File: src/pkg/fte_regs.svh
// Purpose: offsets, fields, resets and timing counts of the frequency trip element
// Assumes: 32-bit classic wishbone, byte addresses
// Notes: cycle counts derive from the 5 ns reference clock
`ifndef FTE_REGS_SVH
`define FTE_REGS_SVH
`define FTE_CLK_PERIOD_NS 5
`define FTE_TICK_NS 1000000
`define FTE_TICK_CYC (`FTE_TICK_NS / `FTE_CLK_PERIOD_NS)
`define FTE_DEV_CYCLES 2'h3
`define FTE_OFS_CTRL 8'h00
`define FTE_OFS_SETPOINT 8'h04
`define FTE_OFS_DELAY 8'h08
`define FTE_OFS_CUTOFF 8'h0C
`define FTE_OFS_STATUS 8'h10
`define FTE_OFS_PERIOD 8'h14
`define FTE_OFS_INT_STAT 8'h18
`define FTE_OFS_INT_MASK 8'h1C
`define FTE_RST_SETPOINT 24'h30_D400
`define FTE_RST_DELAY 16'h05DC
`define FTE_RST_CUTOFF 7'h23
`define FTE_PER_MIN 24'h2B_9892
`define FTE_PER_MAX 24'h4C_4B40
`define FTE_INT_DETECT 0
`define FTE_INT_TRIP 1
`define FTE_INT_TARGET 2
`endif

File: src/pkg/fte_pkg.sv
// Purpose: types shared by the frequency trip element
// Assumes: constants come from fte_regs.svh
// Notes: none
package fte_pkg;
  typedef enum logic [1:0] {FTE_UNDER, FTE_OVER, FTE_RESTORE, FTE_SPARE} fte_mode_e;
  typedef enum logic [1:0] {FTE_IDLE, FTE_RUN, FTE_ON, FTE_HOLD} fte_state_e;
  typedef struct packed {
    fte_mode_e mode;
    logic roc_en;
    logic [23:0] setpoint;
    logic [15:0] delay_ms;
    logic [6:0] cutoff;
  } fte_cfg_s;
  typedef struct packed {
    logic detect;
    logic timer_out;
    logic trip_target;
    logic rate_trip_target;
  } fte_ind_s;
endpackage

File: src/hw/fte_element.sv
// Purpose: one frequency element with output timer, contacts, indicators and targets
// Assumes: all inputs synchronous to mclk_i; contact_current_i is the over-100 mA sense
// Notes: registers over classic wishbone, one aligned word each
//
// Behaviour
// detect indicator rises after three consecutive deviating input cycles.
// timer output indicator is high exactly while the timer drives the relay.
// trip target latches on trip only when contact current exceeds 100 mA.
// targets clear only by the reset switch or power removal.
// over mode trips when frequency stays above setpoint beyond three cycles.
// relay energizes after three-cycle detection plus the configured output delay.
// undervoltage cutoff suppresses every trip output and every indicator.
// losing the frequency condition drops contacts and test indicators; targets stay.
// complementary normally open and normally closed contacts from the relay.
// detect starts the timer only without undervoltage; delay may be zero.
// rate-of-change selected bypasses delay once the lower element operated; the code bypasses in under mode only.
// a setpoint outside the permitted range never operates.
// restore mode uses dropout delay and enables the contact converter input.
// period measured in reference cycles between input rising edges.
// deviation counter clears on any non-deviating period.
//
// Local design decisions: the Wishbone interface to the registers and the address map.
`include "fte_regs.svh"
`timescale 1ns/1ps
module fte_element
  import fte_pkg::*;
#(
  parameter int TICK_CYC = `FTE_TICK_CYC,
  parameter int AW = 8
) (
  input wire logic mclk_i,
  input wire logic reset_i,
  input wire logic wb_cyc_i,
  input wire logic wb_stb_i,
  input wire logic wb_we_i,
  input wire logic [AW-1:0] wb_adr_i,
  input wire logic [3:0] wb_sel_i,
  input wire logic [31:0] wb_dat_i,
  output logic [31:0] wb_dat_o,
  output logic wb_ack_o,
  input wire logic line_sq_i,
  input wire logic [6:0] volt_level_i,
  input wire logic contact_current_i,
  input wire logic target_reset_i,
  input wire logic lower_detect_i,
  input wire logic converter_i,
  output logic detect_o,
  output logic timer_output_indicator_o,
  output logic contact_no_o,
  output logic contact_nc_o,
  output logic trip_target_o,
  output logic rate_trip_target_o,
  output logic irq_o
);

  ////////////////////////////////////////////////////////////////////////
  // declarations
  fte_cfg_s cfg_reg;
  fte_ind_s ind;
  fte_state_e state_reg;
  logic [31:0] rdat_reg;
  logic [23:0] per_cnt_reg, period_reg;
  logic [17:0] tick_cnt_reg;
  logic [15:0] ms_cnt_reg;
  logic [2:0] int_stat_reg, int_mask_reg, int_set;
  logic [1:0] dev_cnt_reg;
  logic ack_reg, line_prev_reg, uv_reg, rate_hit_reg, trip_target_reg, rate_target_reg;
  logic detect_prev_reg, relay_prev_reg, rise, deviates, range_ok, detect_raw, armed;
  logic bypass, ms_tick, delay_done, relay, wr;

  // byte-enable merge of a write into a stored word
  function automatic logic [31:0] fte_merge(input logic [31:0] old, input logic [31:0] nw,
                                            input logic [3:0] sel);
    logic [31:0] r;
    r = old;
    for (int i = 0; i < 4; i++) begin
      if (sel[i]) begin
        r[8*i +: 8] = nw[8*i +: 8];
      end
    end
    return r;
  endfunction

  ////////////////////////////////////////////////////////////////////////
  // wishbone slave: one wait state, ack for one cycle
  assign wr = wb_cyc_i && wb_stb_i && wb_we_i && !ack_reg;
  assign wb_ack_o = ack_reg;
  assign wb_dat_o = rdat_reg;

  always_ff @(posedge mclk_i or posedge reset_i) begin
    if (reset_i) begin
      ack_reg <= 1'b0;
    end else begin
      ack_reg <= wb_cyc_i && wb_stb_i && !ack_reg;
    end
  end

  // configuration registers
  always_ff @(posedge mclk_i or posedge reset_i) begin
    if (reset_i) begin
      cfg_reg.mode <= FTE_UNDER;
      cfg_reg.roc_en <= 1'b0;
      cfg_reg.setpoint <= `FTE_RST_SETPOINT;
      cfg_reg.delay_ms <= `FTE_RST_DELAY;
      cfg_reg.cutoff <= `FTE_RST_CUTOFF;
      int_mask_reg <= 3'h0;
    end else if (wr) begin
      case (wb_adr_i)
        `FTE_OFS_CTRL: begin
          if (wb_sel_i[0]) begin
            cfg_reg.mode <= fte_mode_e'(wb_dat_i[1:0]);
            cfg_reg.roc_en <= wb_dat_i[2];
          end
        end
        `FTE_OFS_SETPOINT: cfg_reg.setpoint <= 24'(fte_merge({8'h00, cfg_reg.setpoint}, wb_dat_i, wb_sel_i));
        `FTE_OFS_DELAY: cfg_reg.delay_ms <= 16'(fte_merge({16'h0000, cfg_reg.delay_ms}, wb_dat_i, wb_sel_i));
        `FTE_OFS_CUTOFF: cfg_reg.cutoff <= 7'(fte_merge({25'h0, cfg_reg.cutoff}, wb_dat_i, wb_sel_i));
        `FTE_OFS_INT_MASK: int_mask_reg <= 3'(fte_merge({29'h0, int_mask_reg}, wb_dat_i, wb_sel_i));
        default: ;
      endcase
    end
  end

  // read data, unmapped reads as zero
  always_ff @(posedge mclk_i or posedge reset_i) begin
    if (reset_i) begin
      rdat_reg <= 32'h0000_0000;
    end else begin
      case (wb_adr_i)
        `FTE_OFS_CTRL: rdat_reg <= {29'h0, cfg_reg.roc_en, cfg_reg.mode};
        `FTE_OFS_SETPOINT: rdat_reg <= {8'h00, cfg_reg.setpoint};
        `FTE_OFS_DELAY: rdat_reg <= {16'h0000, cfg_reg.delay_ms};
        `FTE_OFS_CUTOFF: rdat_reg <= {25'h0, cfg_reg.cutoff};
        `FTE_OFS_STATUS: rdat_reg <= {26'h0, !range_ok, uv_reg, ind};
        `FTE_OFS_PERIOD: rdat_reg <= {8'h00, period_reg};
        `FTE_OFS_INT_STAT: rdat_reg <= {29'h0, int_stat_reg};
        `FTE_OFS_INT_MASK: rdat_reg <= {29'h0, int_mask_reg};
        default: rdat_reg <= 32'h0000_0000;
      endcase
    end
  end

  ////////////////////////////////////////////////////////////////////////
  // period measurement
  assign rise = line_sq_i && !line_prev_reg;

  always_ff @(posedge mclk_i or posedge reset_i) begin
    if (reset_i) begin
      line_prev_reg <= 1'b0;
      per_cnt_reg <= 24'h00_0000;
      period_reg <= 24'h00_0000;
    end else begin
      line_prev_reg <= line_sq_i;
      if (rise) begin
        period_reg <= per_cnt_reg;
        per_cnt_reg <= 24'h00_0001;
      end else if (per_cnt_reg != 24'hFF_FFFF) begin
        per_cnt_reg <= per_cnt_reg + 24'h00_0001;
      end
    end
  end

  // deviation in the configured direction: long period is under, short is over
  assign deviates = (cfg_reg.mode == FTE_UNDER) ? (per_cnt_reg > cfg_reg.setpoint) :
                    (per_cnt_reg < cfg_reg.setpoint);
  assign range_ok = (cfg_reg.setpoint >= `FTE_PER_MIN) && (cfg_reg.setpoint <= `FTE_PER_MAX) &&
                    (cfg_reg.mode != FTE_SPARE);

  // consecutive deviating cycles, saturating at three
  always_ff @(posedge mclk_i or posedge reset_i) begin
    if (reset_i) begin
      dev_cnt_reg <= 2'h0;
    end else if (rise) begin
      if (!deviates) begin
        dev_cnt_reg <= 2'h0;
      end else if (dev_cnt_reg != `FTE_DEV_CYCLES) begin
        dev_cnt_reg <= dev_cnt_reg + 2'h1;
      end
    end
  end

  // undervoltage supervision
  always_ff @(posedge mclk_i or posedge reset_i) begin
    if (reset_i) begin
      uv_reg <= 1'b1;
    end else begin
      uv_reg <= volt_level_i < cfg_reg.cutoff;
    end
  end

  // detect, gated by range, converter input in restore, and cutoff
  assign detect_raw = (dev_cnt_reg == `FTE_DEV_CYCLES) && range_ok &&
                      ((cfg_reg.mode != FTE_RESTORE) || converter_i);
  assign armed = detect_raw && !uv_reg;
  assign bypass = cfg_reg.roc_en && (cfg_reg.mode == FTE_UNDER) && lower_detect_i;

  ////////////////////////////////////////////////////////////////////////
  // millisecond tick and output timer
  assign ms_tick = tick_cnt_reg == 18'(TICK_CYC - 1);
  assign delay_done = ms_cnt_reg >= cfg_reg.delay_ms;

  always_ff @(posedge mclk_i or posedge reset_i) begin
    if (reset_i) begin
      tick_cnt_reg <= 18'h0_0000;
    end else if (state_reg == FTE_RUN || state_reg == FTE_HOLD) begin
      tick_cnt_reg <= ms_tick ? 18'h0_0000 : tick_cnt_reg + 18'h0_0001;
    end else begin
      tick_cnt_reg <= 18'h0_0000;
    end
  end

  // timer state: pickup delay, or dropout delay in restore mode
  always_ff @(posedge mclk_i or posedge reset_i) begin
    if (reset_i) begin
      state_reg <= FTE_IDLE;
      ms_cnt_reg <= 16'h0000;
      rate_hit_reg <= 1'b0;
    end else begin
      case (state_reg)
        FTE_IDLE: begin
          ms_cnt_reg <= 16'h0000;
          rate_hit_reg <= 1'b0;
          if (armed) begin
            if (cfg_reg.mode == FTE_RESTORE || cfg_reg.delay_ms == 16'h0000) begin
              state_reg <= FTE_ON;
            end else if (bypass) begin
              state_reg <= FTE_ON;
              rate_hit_reg <= 1'b1;
            end else begin
              state_reg <= FTE_RUN;
            end
          end
        end
        FTE_RUN: begin
          if (!armed) begin
            state_reg <= FTE_IDLE;
          end else if (bypass) begin
            state_reg <= FTE_ON;
            rate_hit_reg <= 1'b1;
          end else if (delay_done) begin
            state_reg <= FTE_ON;
          end else if (ms_tick) begin
            ms_cnt_reg <= ms_cnt_reg + 16'h0001;
          end
        end
        FTE_ON: begin
          ms_cnt_reg <= 16'h0000;
          if (uv_reg) begin
            state_reg <= FTE_IDLE;
          end else if (!armed) begin
            state_reg <= (cfg_reg.mode == FTE_RESTORE && cfg_reg.delay_ms != 16'h0000) ? FTE_HOLD :
                         FTE_IDLE;
          end
        end
        FTE_HOLD: begin
          if (uv_reg) begin
            state_reg <= FTE_IDLE;
          end else if (armed) begin
            state_reg <= FTE_ON;
          end else if (delay_done) begin
            state_reg <= FTE_IDLE;
          end else if (ms_tick) begin
            ms_cnt_reg <= ms_cnt_reg + 16'h0001;
          end
        end
        default: state_reg <= FTE_IDLE;
      endcase
    end
  end

  assign relay = (state_reg == FTE_ON || state_reg == FTE_HOLD) && !uv_reg;

  ////////////////////////////////////////////////////////////////////////
  // latched targets, set wins over the reset switch
  always_ff @(posedge mclk_i or posedge reset_i) begin
    if (reset_i) begin
      trip_target_reg <= 1'b0;
      rate_target_reg <= 1'b0;
    end else begin
      if (relay && contact_current_i) begin
        trip_target_reg <= 1'b1;
      end else if (target_reset_i) begin
        trip_target_reg <= 1'b0;
      end
      if (relay && rate_hit_reg && contact_current_i) begin
        rate_target_reg <= 1'b1;
      end else if (target_reset_i) begin
        rate_target_reg <= 1'b0;
      end
    end
  end

  // indicators and contacts
  assign ind.detect = armed;
  assign ind.timer_out = relay;
  assign ind.trip_target = trip_target_reg && !uv_reg;
  assign ind.rate_trip_target = rate_target_reg && !uv_reg;
  assign detect_o = ind.detect;
  assign timer_output_indicator_o = ind.timer_out;
  assign contact_no_o = relay;
  assign contact_nc_o = !relay;
  assign trip_target_o = ind.trip_target;
  assign rate_trip_target_o = ind.rate_trip_target;

  ////////////////////////////////////////////////////////////////////////
  // interrupt status, write one to clear, set wins
  assign int_set = {relay && contact_current_i && !trip_target_reg, relay && !relay_prev_reg,
                    armed && !detect_prev_reg};

  always_ff @(posedge mclk_i or posedge reset_i) begin
    if (reset_i) begin
      int_stat_reg <= 3'h0;
      detect_prev_reg <= 1'b0;
      relay_prev_reg <= 1'b0;
    end else begin
      detect_prev_reg <= armed;
      relay_prev_reg <= relay;
      if (wr && wb_adr_i == `FTE_OFS_INT_STAT && wb_sel_i[0]) begin
        int_stat_reg <= (int_stat_reg & ~wb_dat_i[2:0]) | int_set;
      end else begin
        int_stat_reg <= int_stat_reg | int_set;
      end
    end
  end

  assign irq_o = |(int_stat_reg & int_mask_reg);
endmodule // fte_element

File: config.mk
export PLATFORM = sky130hd
export DESIGN_NAME = fte_element
export DESIGN_NICKNAME = d
export VERILOG_FILES = /design/src/pkg/fte_pkg.sv /design/src/hw/fte_element.sv
export VERILOG_INCLUDE_DIRS = /design/src /design/src/pkg
export SDC_FILE = /design/constraint.sdc
export NUM_CORES = 1
export LEC_CHECK = 0
export ABC_AREA = 1
export CAP_MARGIN = 20
export CORE_ASPECT_RATIO = 0.9
export CORE_UTILIZATION = 40
export CTS_BUF_LIST = sky130_fd_sc_hd__clkbuf_4
export CTS_CLUSTER_SIZE = 20
export DETAILED_ROUTE_END_ITERATION = 8
export DONT_BUFFER_PORTS = 1
export PLACE_DENSITY_LB_ADDON = 0.05
export SYNTH_ARGS = -nofsm -noshare
export SYNTH_HDL_FRONTEND = slang
export SYNTH_SLANG_ARGS = --single-unit
File: constraint.sdc
create_clock -name mclk_i -period 9.18 [get_ports mclk_i]
set_clock_uncertainty 0.2 [all_clocks]
set_input_delay 1.836 -clock mclk_i [delete_from_list [all_inputs] [get_ports mclk_i]]
set_output_delay 1.836 -clock mclk_i [all_outputs]
set_load 0.005 [all_outputs]
After elaboration in Yosys (flattened, before gate mapping)

Cells that the tools add are included.

Bits in registers: 182
Logic and storage cells: 164
Output and inout bits: 40

$lt $le $gt $ge: 6
Reductions and logical operators: 59
Equal/unequal tests: 27
Multiplexer cells: 38
$add $sub $neg: 4
Bitwise gates (word level): 5

Operators by type and width:

| operator                                                                              | number |
|---|---|
| 24-bit one-hot mux with 8 select lines                                                | 1 |
| 16-bit two-way mux                                                                    | 6 |
| 24-bit two-way mux                                                                    | 2 |
| 16-bit one-hot mux with 3 select lines                                                | 1 |
| 18-bit two-way mux                                                                    | 2 |
| 8-bit by 5-bit == test with 1-bit output, second input constant                       | 4 |
| 2-bit two-way mux                                                                     | 14 |
| 3-bit AND reduction                                                                   | 9 |
| 24-bit by 1-bit adder with 24-bit output, second input constant                       | 1 |
| 24-bit by 22-bit greater-or-equal comparator with 1-bit output, second input constant | 1 |
| 24-bit greater-than comparator                                                        | 1 |
| 24-bit by 23-bit less-or-equal comparator with 1-bit output, second input constant    | 1 |
| 1-bit logical AND                                                                     | 24 |
| 24-bit less-than comparator                                                           | 1 |
| 24-bit != test, second input constant                                                 | 1 |
| 18-bit by 1-bit adder with 18-bit output, second input constant                       | 1 |
| 18-bit == test, second input constant                                                 | 1 |
| 2-bit != test, second input constant                                                  | 9 |
| 16-bit by 1-bit adder with 16-bit output, second input constant                       | 1 |
| 8-bit by 4-bit == test with 1-bit output, second input constant                       | 2 |
| 16-bit greater-or-equal comparator                                                    | 1 |
| 16-bit zero test                                                                      | 1 |
| 16-bit nonzero test                                                                   | 1 |
| 1-bit two-way mux                                                                     | 9 |
| 23 further kinds                                                                      | 44 |

Logic depth before layout (Yosys ltp)

Word-level depth: 9
Mapped depth: 17

Worst setup path after synthesis

No wires, ideal clock.

Path kind: input-to-output
Start point: input port converter_i
End point: output port detect_o
Arrival: 2.406 ns
Slack: 4.738 ns
Cell stages on the path: 5
Buffers on the path: 0
Cells stage by stage: or2_1 nand3_1 inv_1 nand4_4 inv_1

Cells in the longest elaborated chain, start to end: 3

RTL lines:

| element           | RTL line           | text |
|---|---|---|
| from (decl)       | fte_element.sv:46  | `input wire logic converter_i,` |
| 1-bit logical OR  | fte_element.sv:193 | `((cfg_reg.mode != FTE_RESTORE) \|\| converter_i);` |
| 1-bit logical AND | fte_element.sv:192 | `` assign detect_raw = (dev_cnt_reg == `FTE_DEV_CYCLES) && range_ok && `` |
| 1-bit logical AND | fte_element.sv:194 | `assign armed = detect_raw && !uv_reg;` |
| to (decl)         | fte_element.sv:47  | `output logic detect_o,` |

No other way between the ends.

Final worst setup path

Same ends and word-level chain as after synthesis.

==> results.toml <==
[run_status]
status = "complete, no violations"

[global_routing]
grt_pass1_wl_um = 43800
grt_max_degree = 70
grt.overflow.total = 0
grt_pass1_vias = 7689
antenna_found_initial = 1
track_usage_pct = 22.9

[power_and_ir_drop]
power.internal_mw = 1.05
power_frac_comb_pct = 13.4
clkPwrFrac_pct = 32.1
finalPower_mw = 1.52
p_leak_nw = 4.79
vdd.ir_drop.worst_mv = 0.0825
p_seq_share_pct = 54.5
p_sw_share_pct = 30.9
switching_power_mw = 0.471
power_density_nw_per_um2 = 146

[synthesis]
ys_seq_elements = 174
synth_compound_area_share_pct = 11.6
synth-xor-area-share_pct = 2.14
synthAdderAreaFrac_pct = 6.37
synthMuxAreaShare_pct = 0.917
synth_top_family_by_area = "simple AND/OR/NAND/NOR gates"
ys_warn_count = 0
synth_edf_count = 0
syn_area_sq_um = 9820
synth_area_leaders = "dfrtp_1 (40%), nand2_1 (12%), ha_1 (6.4%), inv_1 (6.3%), o21ai_0 (5.5%)"
synth_simple_gate_area_share_pct = 26.1
syn_inst = 1242
synth.top_cell.area_share_pct = 40.0
ys_types = 50
postSynthAreaPerCell_sq_um = 7.91
yosysSeqAreaShare_pct = 44.5
synth_async_sr_flop_share_pct = 100
ys.flop_type = "dfrtp_1"
synth_top_cell_by_area = "dfrtp_1"

[worst_setup_path]
worst_ep_arrival_time_ns = 2.50
cp_num_buf_inv = 2
startpoint_type = "input pin"
cpMostUsedCell = "inv_1"
ff2ff_path_depth = 8
critPathCaptureType = "primary output"
rr_endpoint = "ms_cnt_reg[15]"
slowest_stage = "nand4_4"
path_max_fanout = 6
cpLargestDelayFamily = "simple AND/OR/NAND/NOR gates"
critPathLaunch = "converter_i"
criticalPathCategory = "in2out"
crit_required_ns = 7.14
worst-path-stages = 5
critPathCapture = "detect_o"
cp_cell_sequence = "or2_1, nand3_1, inv_1, nand4_4, inv_1"
r2r_start = "state_reg[0]"
ff2ff_setup_slack_ns = 6.06
max_stage_delay_ns = 0.18

[timing]
finalWorstSetupSlack_ns = 4.64
rsz0062_at_grt = "no"
worst_pin_slew_ns = 0.950
fin_crit_sh_pct = 49.5
timing.final.crit_period_ns = 4.54
finalMaxSlewViolations = 0
slew_headroom_pct = 36.5
hold_viol = 0
fmax_mhz = 220
setup_tns_ns = 0
setup_viol = 0

[layout]
largest_register_ffs = 50
layout_common_cells = "nand2_1 (309), inv_1 (165), dfrtp_1 (157)"
final_nets = 1349
fillers = 2507
drive_above_1_share_pct = 6.95
finalInstanceArea_sq_um = 10400
final_common_cell = "nand2_1"
fin_cells = 1562
synthToLayoutAreaGrowth_pct = 6.19

[floorplan]
rows = 54
die-width_um = 167
pin_count = 101
die_area_sq_um = 25200
die_h_um = 151
core_sq_um = 24200
start_util_pct = 40.6

[routing]
post_drt_via_cell_ratio = 5.18
wl_um = 27400
drt_iter0_markers = 681
dr.pass1.iters = 5
ant_nets = 0
wire_per_inst_um = 17.6
num_vias = 8094
drc = 0

[clock_tree]
clock_path_buffers = 2
clockRootBuffer = "clkbuf_4"
ctsResizeCount = 0
path_clk_slew_ns = 0.14
h-tree-depth = 4
numCtsBuffers = 17
cts.sinks = 174
clock_latency_ns = 0.60
cts_hold_repair.buffers = 0
post_cts_buffers = 0
cts_tree = "done"

[flow_run]
cap_violations = 0

[worst_hold_path]
min_path_type = "reg2reg"

[place]
pre_cts_slack_ns = 4.62
gp_congestion = 0.864
post-place-cells = 1526
io_buffers = 0
dp_hpwl_um = 20500
place_area_sq_um = 10100
-- power groups by stage --
stage / clock (mW) / combinational, mW / sequential [mW]
after floorplan: 0 / 0.163 / 0.829
after global placement: 0 / 0.201 / 0.843
after CTS: 0.503 / 0.204 / 0.829
final: 0.488 / 0.204 / 0.829
after global routing: 0.535 / 0.239 / 0.834
after detailed placement: 0 / 0.204 / 0.843
-- cells by family after synthesis --
kind of cell / count (synthesis)
multiplexers: 8
flip-flops: 174
AO/OA/AOI/OAI: 199
XOR/XNOR: 24
buffers and inverters: 204
AND/OR/NAND/NOR: 582
other: 1
adder cells (fa/ha/maj): 50
-- cell type report --
type	count	area, sq um	area share, %
multi-input combinational	871	4660	44.7
clock buffer	19	143	1.37
inverter	170	643	6.17
sequential	174	4380	42.0
tap	308	385	3.69
timing repair buffer	4	50.0	0.480
antenna	3	7.51	0.0720
clock inverter	13	164	1.57
-- synthesized netlist by cell type (4+ instances only) --
library cell / count
a21oi_1: 37
ha_1: 50
mux2_2: 8
xor2_1: 18
nor2_2: 4
inv_1: 166
dfrtp_1: 157
a31oi_1: 9
buf_4: 10
buf_2: 6
nand3_1: 41
nand2_1: 309
o21ai_0: 108
nor3_1: 26
inv_2: 4
nor3b_1: 6
xnor2_1: 6
o221ai_1: 11
dfstp_2: 17
nand4_1: 47
clkbuf_1: 17
nor2_1: 122
nor4_1: 9
o22ai_1: 11
-- worst register-to-register path: stages, from the launching register on --
cell,delay (ns)
dfrtp_1,0.57
inv_1,0.73
nor2_1,0.24
nand2_1,0.16
o21ai_0,0.15
a21oi_4,0.47
nand3_4,0.32
nand2_1,0.14
nand2_1,0.06
-- how the worst min path moves through the flow --
stage	start	endpoint	slack, ns	depth (start not counted)
final	relay_prev_reg	int_stat_reg[1]	0.25	1
after global routing	relay_prev_reg	int_stat_reg[1]	0.26	1
after CTS	relay_prev_reg	int_stat_reg[1]	0.25	1
after detailed placement	relay_prev_reg	int_stat_reg[1]	0.23	1
after global placement	relay_prev_reg	int_stat_reg[1]	0.22	1
after floorplan	detect_prev_reg	int_stat_reg[0]	0.21	1
-- per-layer routing --
metal	GRT usage, %	vias up	routed length (um)
met1	35.7	3805	14800
met2	32.4	190	11100
met4	4.77	0	245
li1	-	4080	-
met5	0	-	0
met3	4.23	19	1210
-- per-stage QoR --
stage	utilization, %	hold WS (ns)
after floorplan	-	0.212
after global placement	41.7	0.224
after detailed placement	41.7	0.234
after CTS	43.0	0.253
after global routing	43.1	0.261
final	43.1	0.247
(Power assumes the default switching activity.)
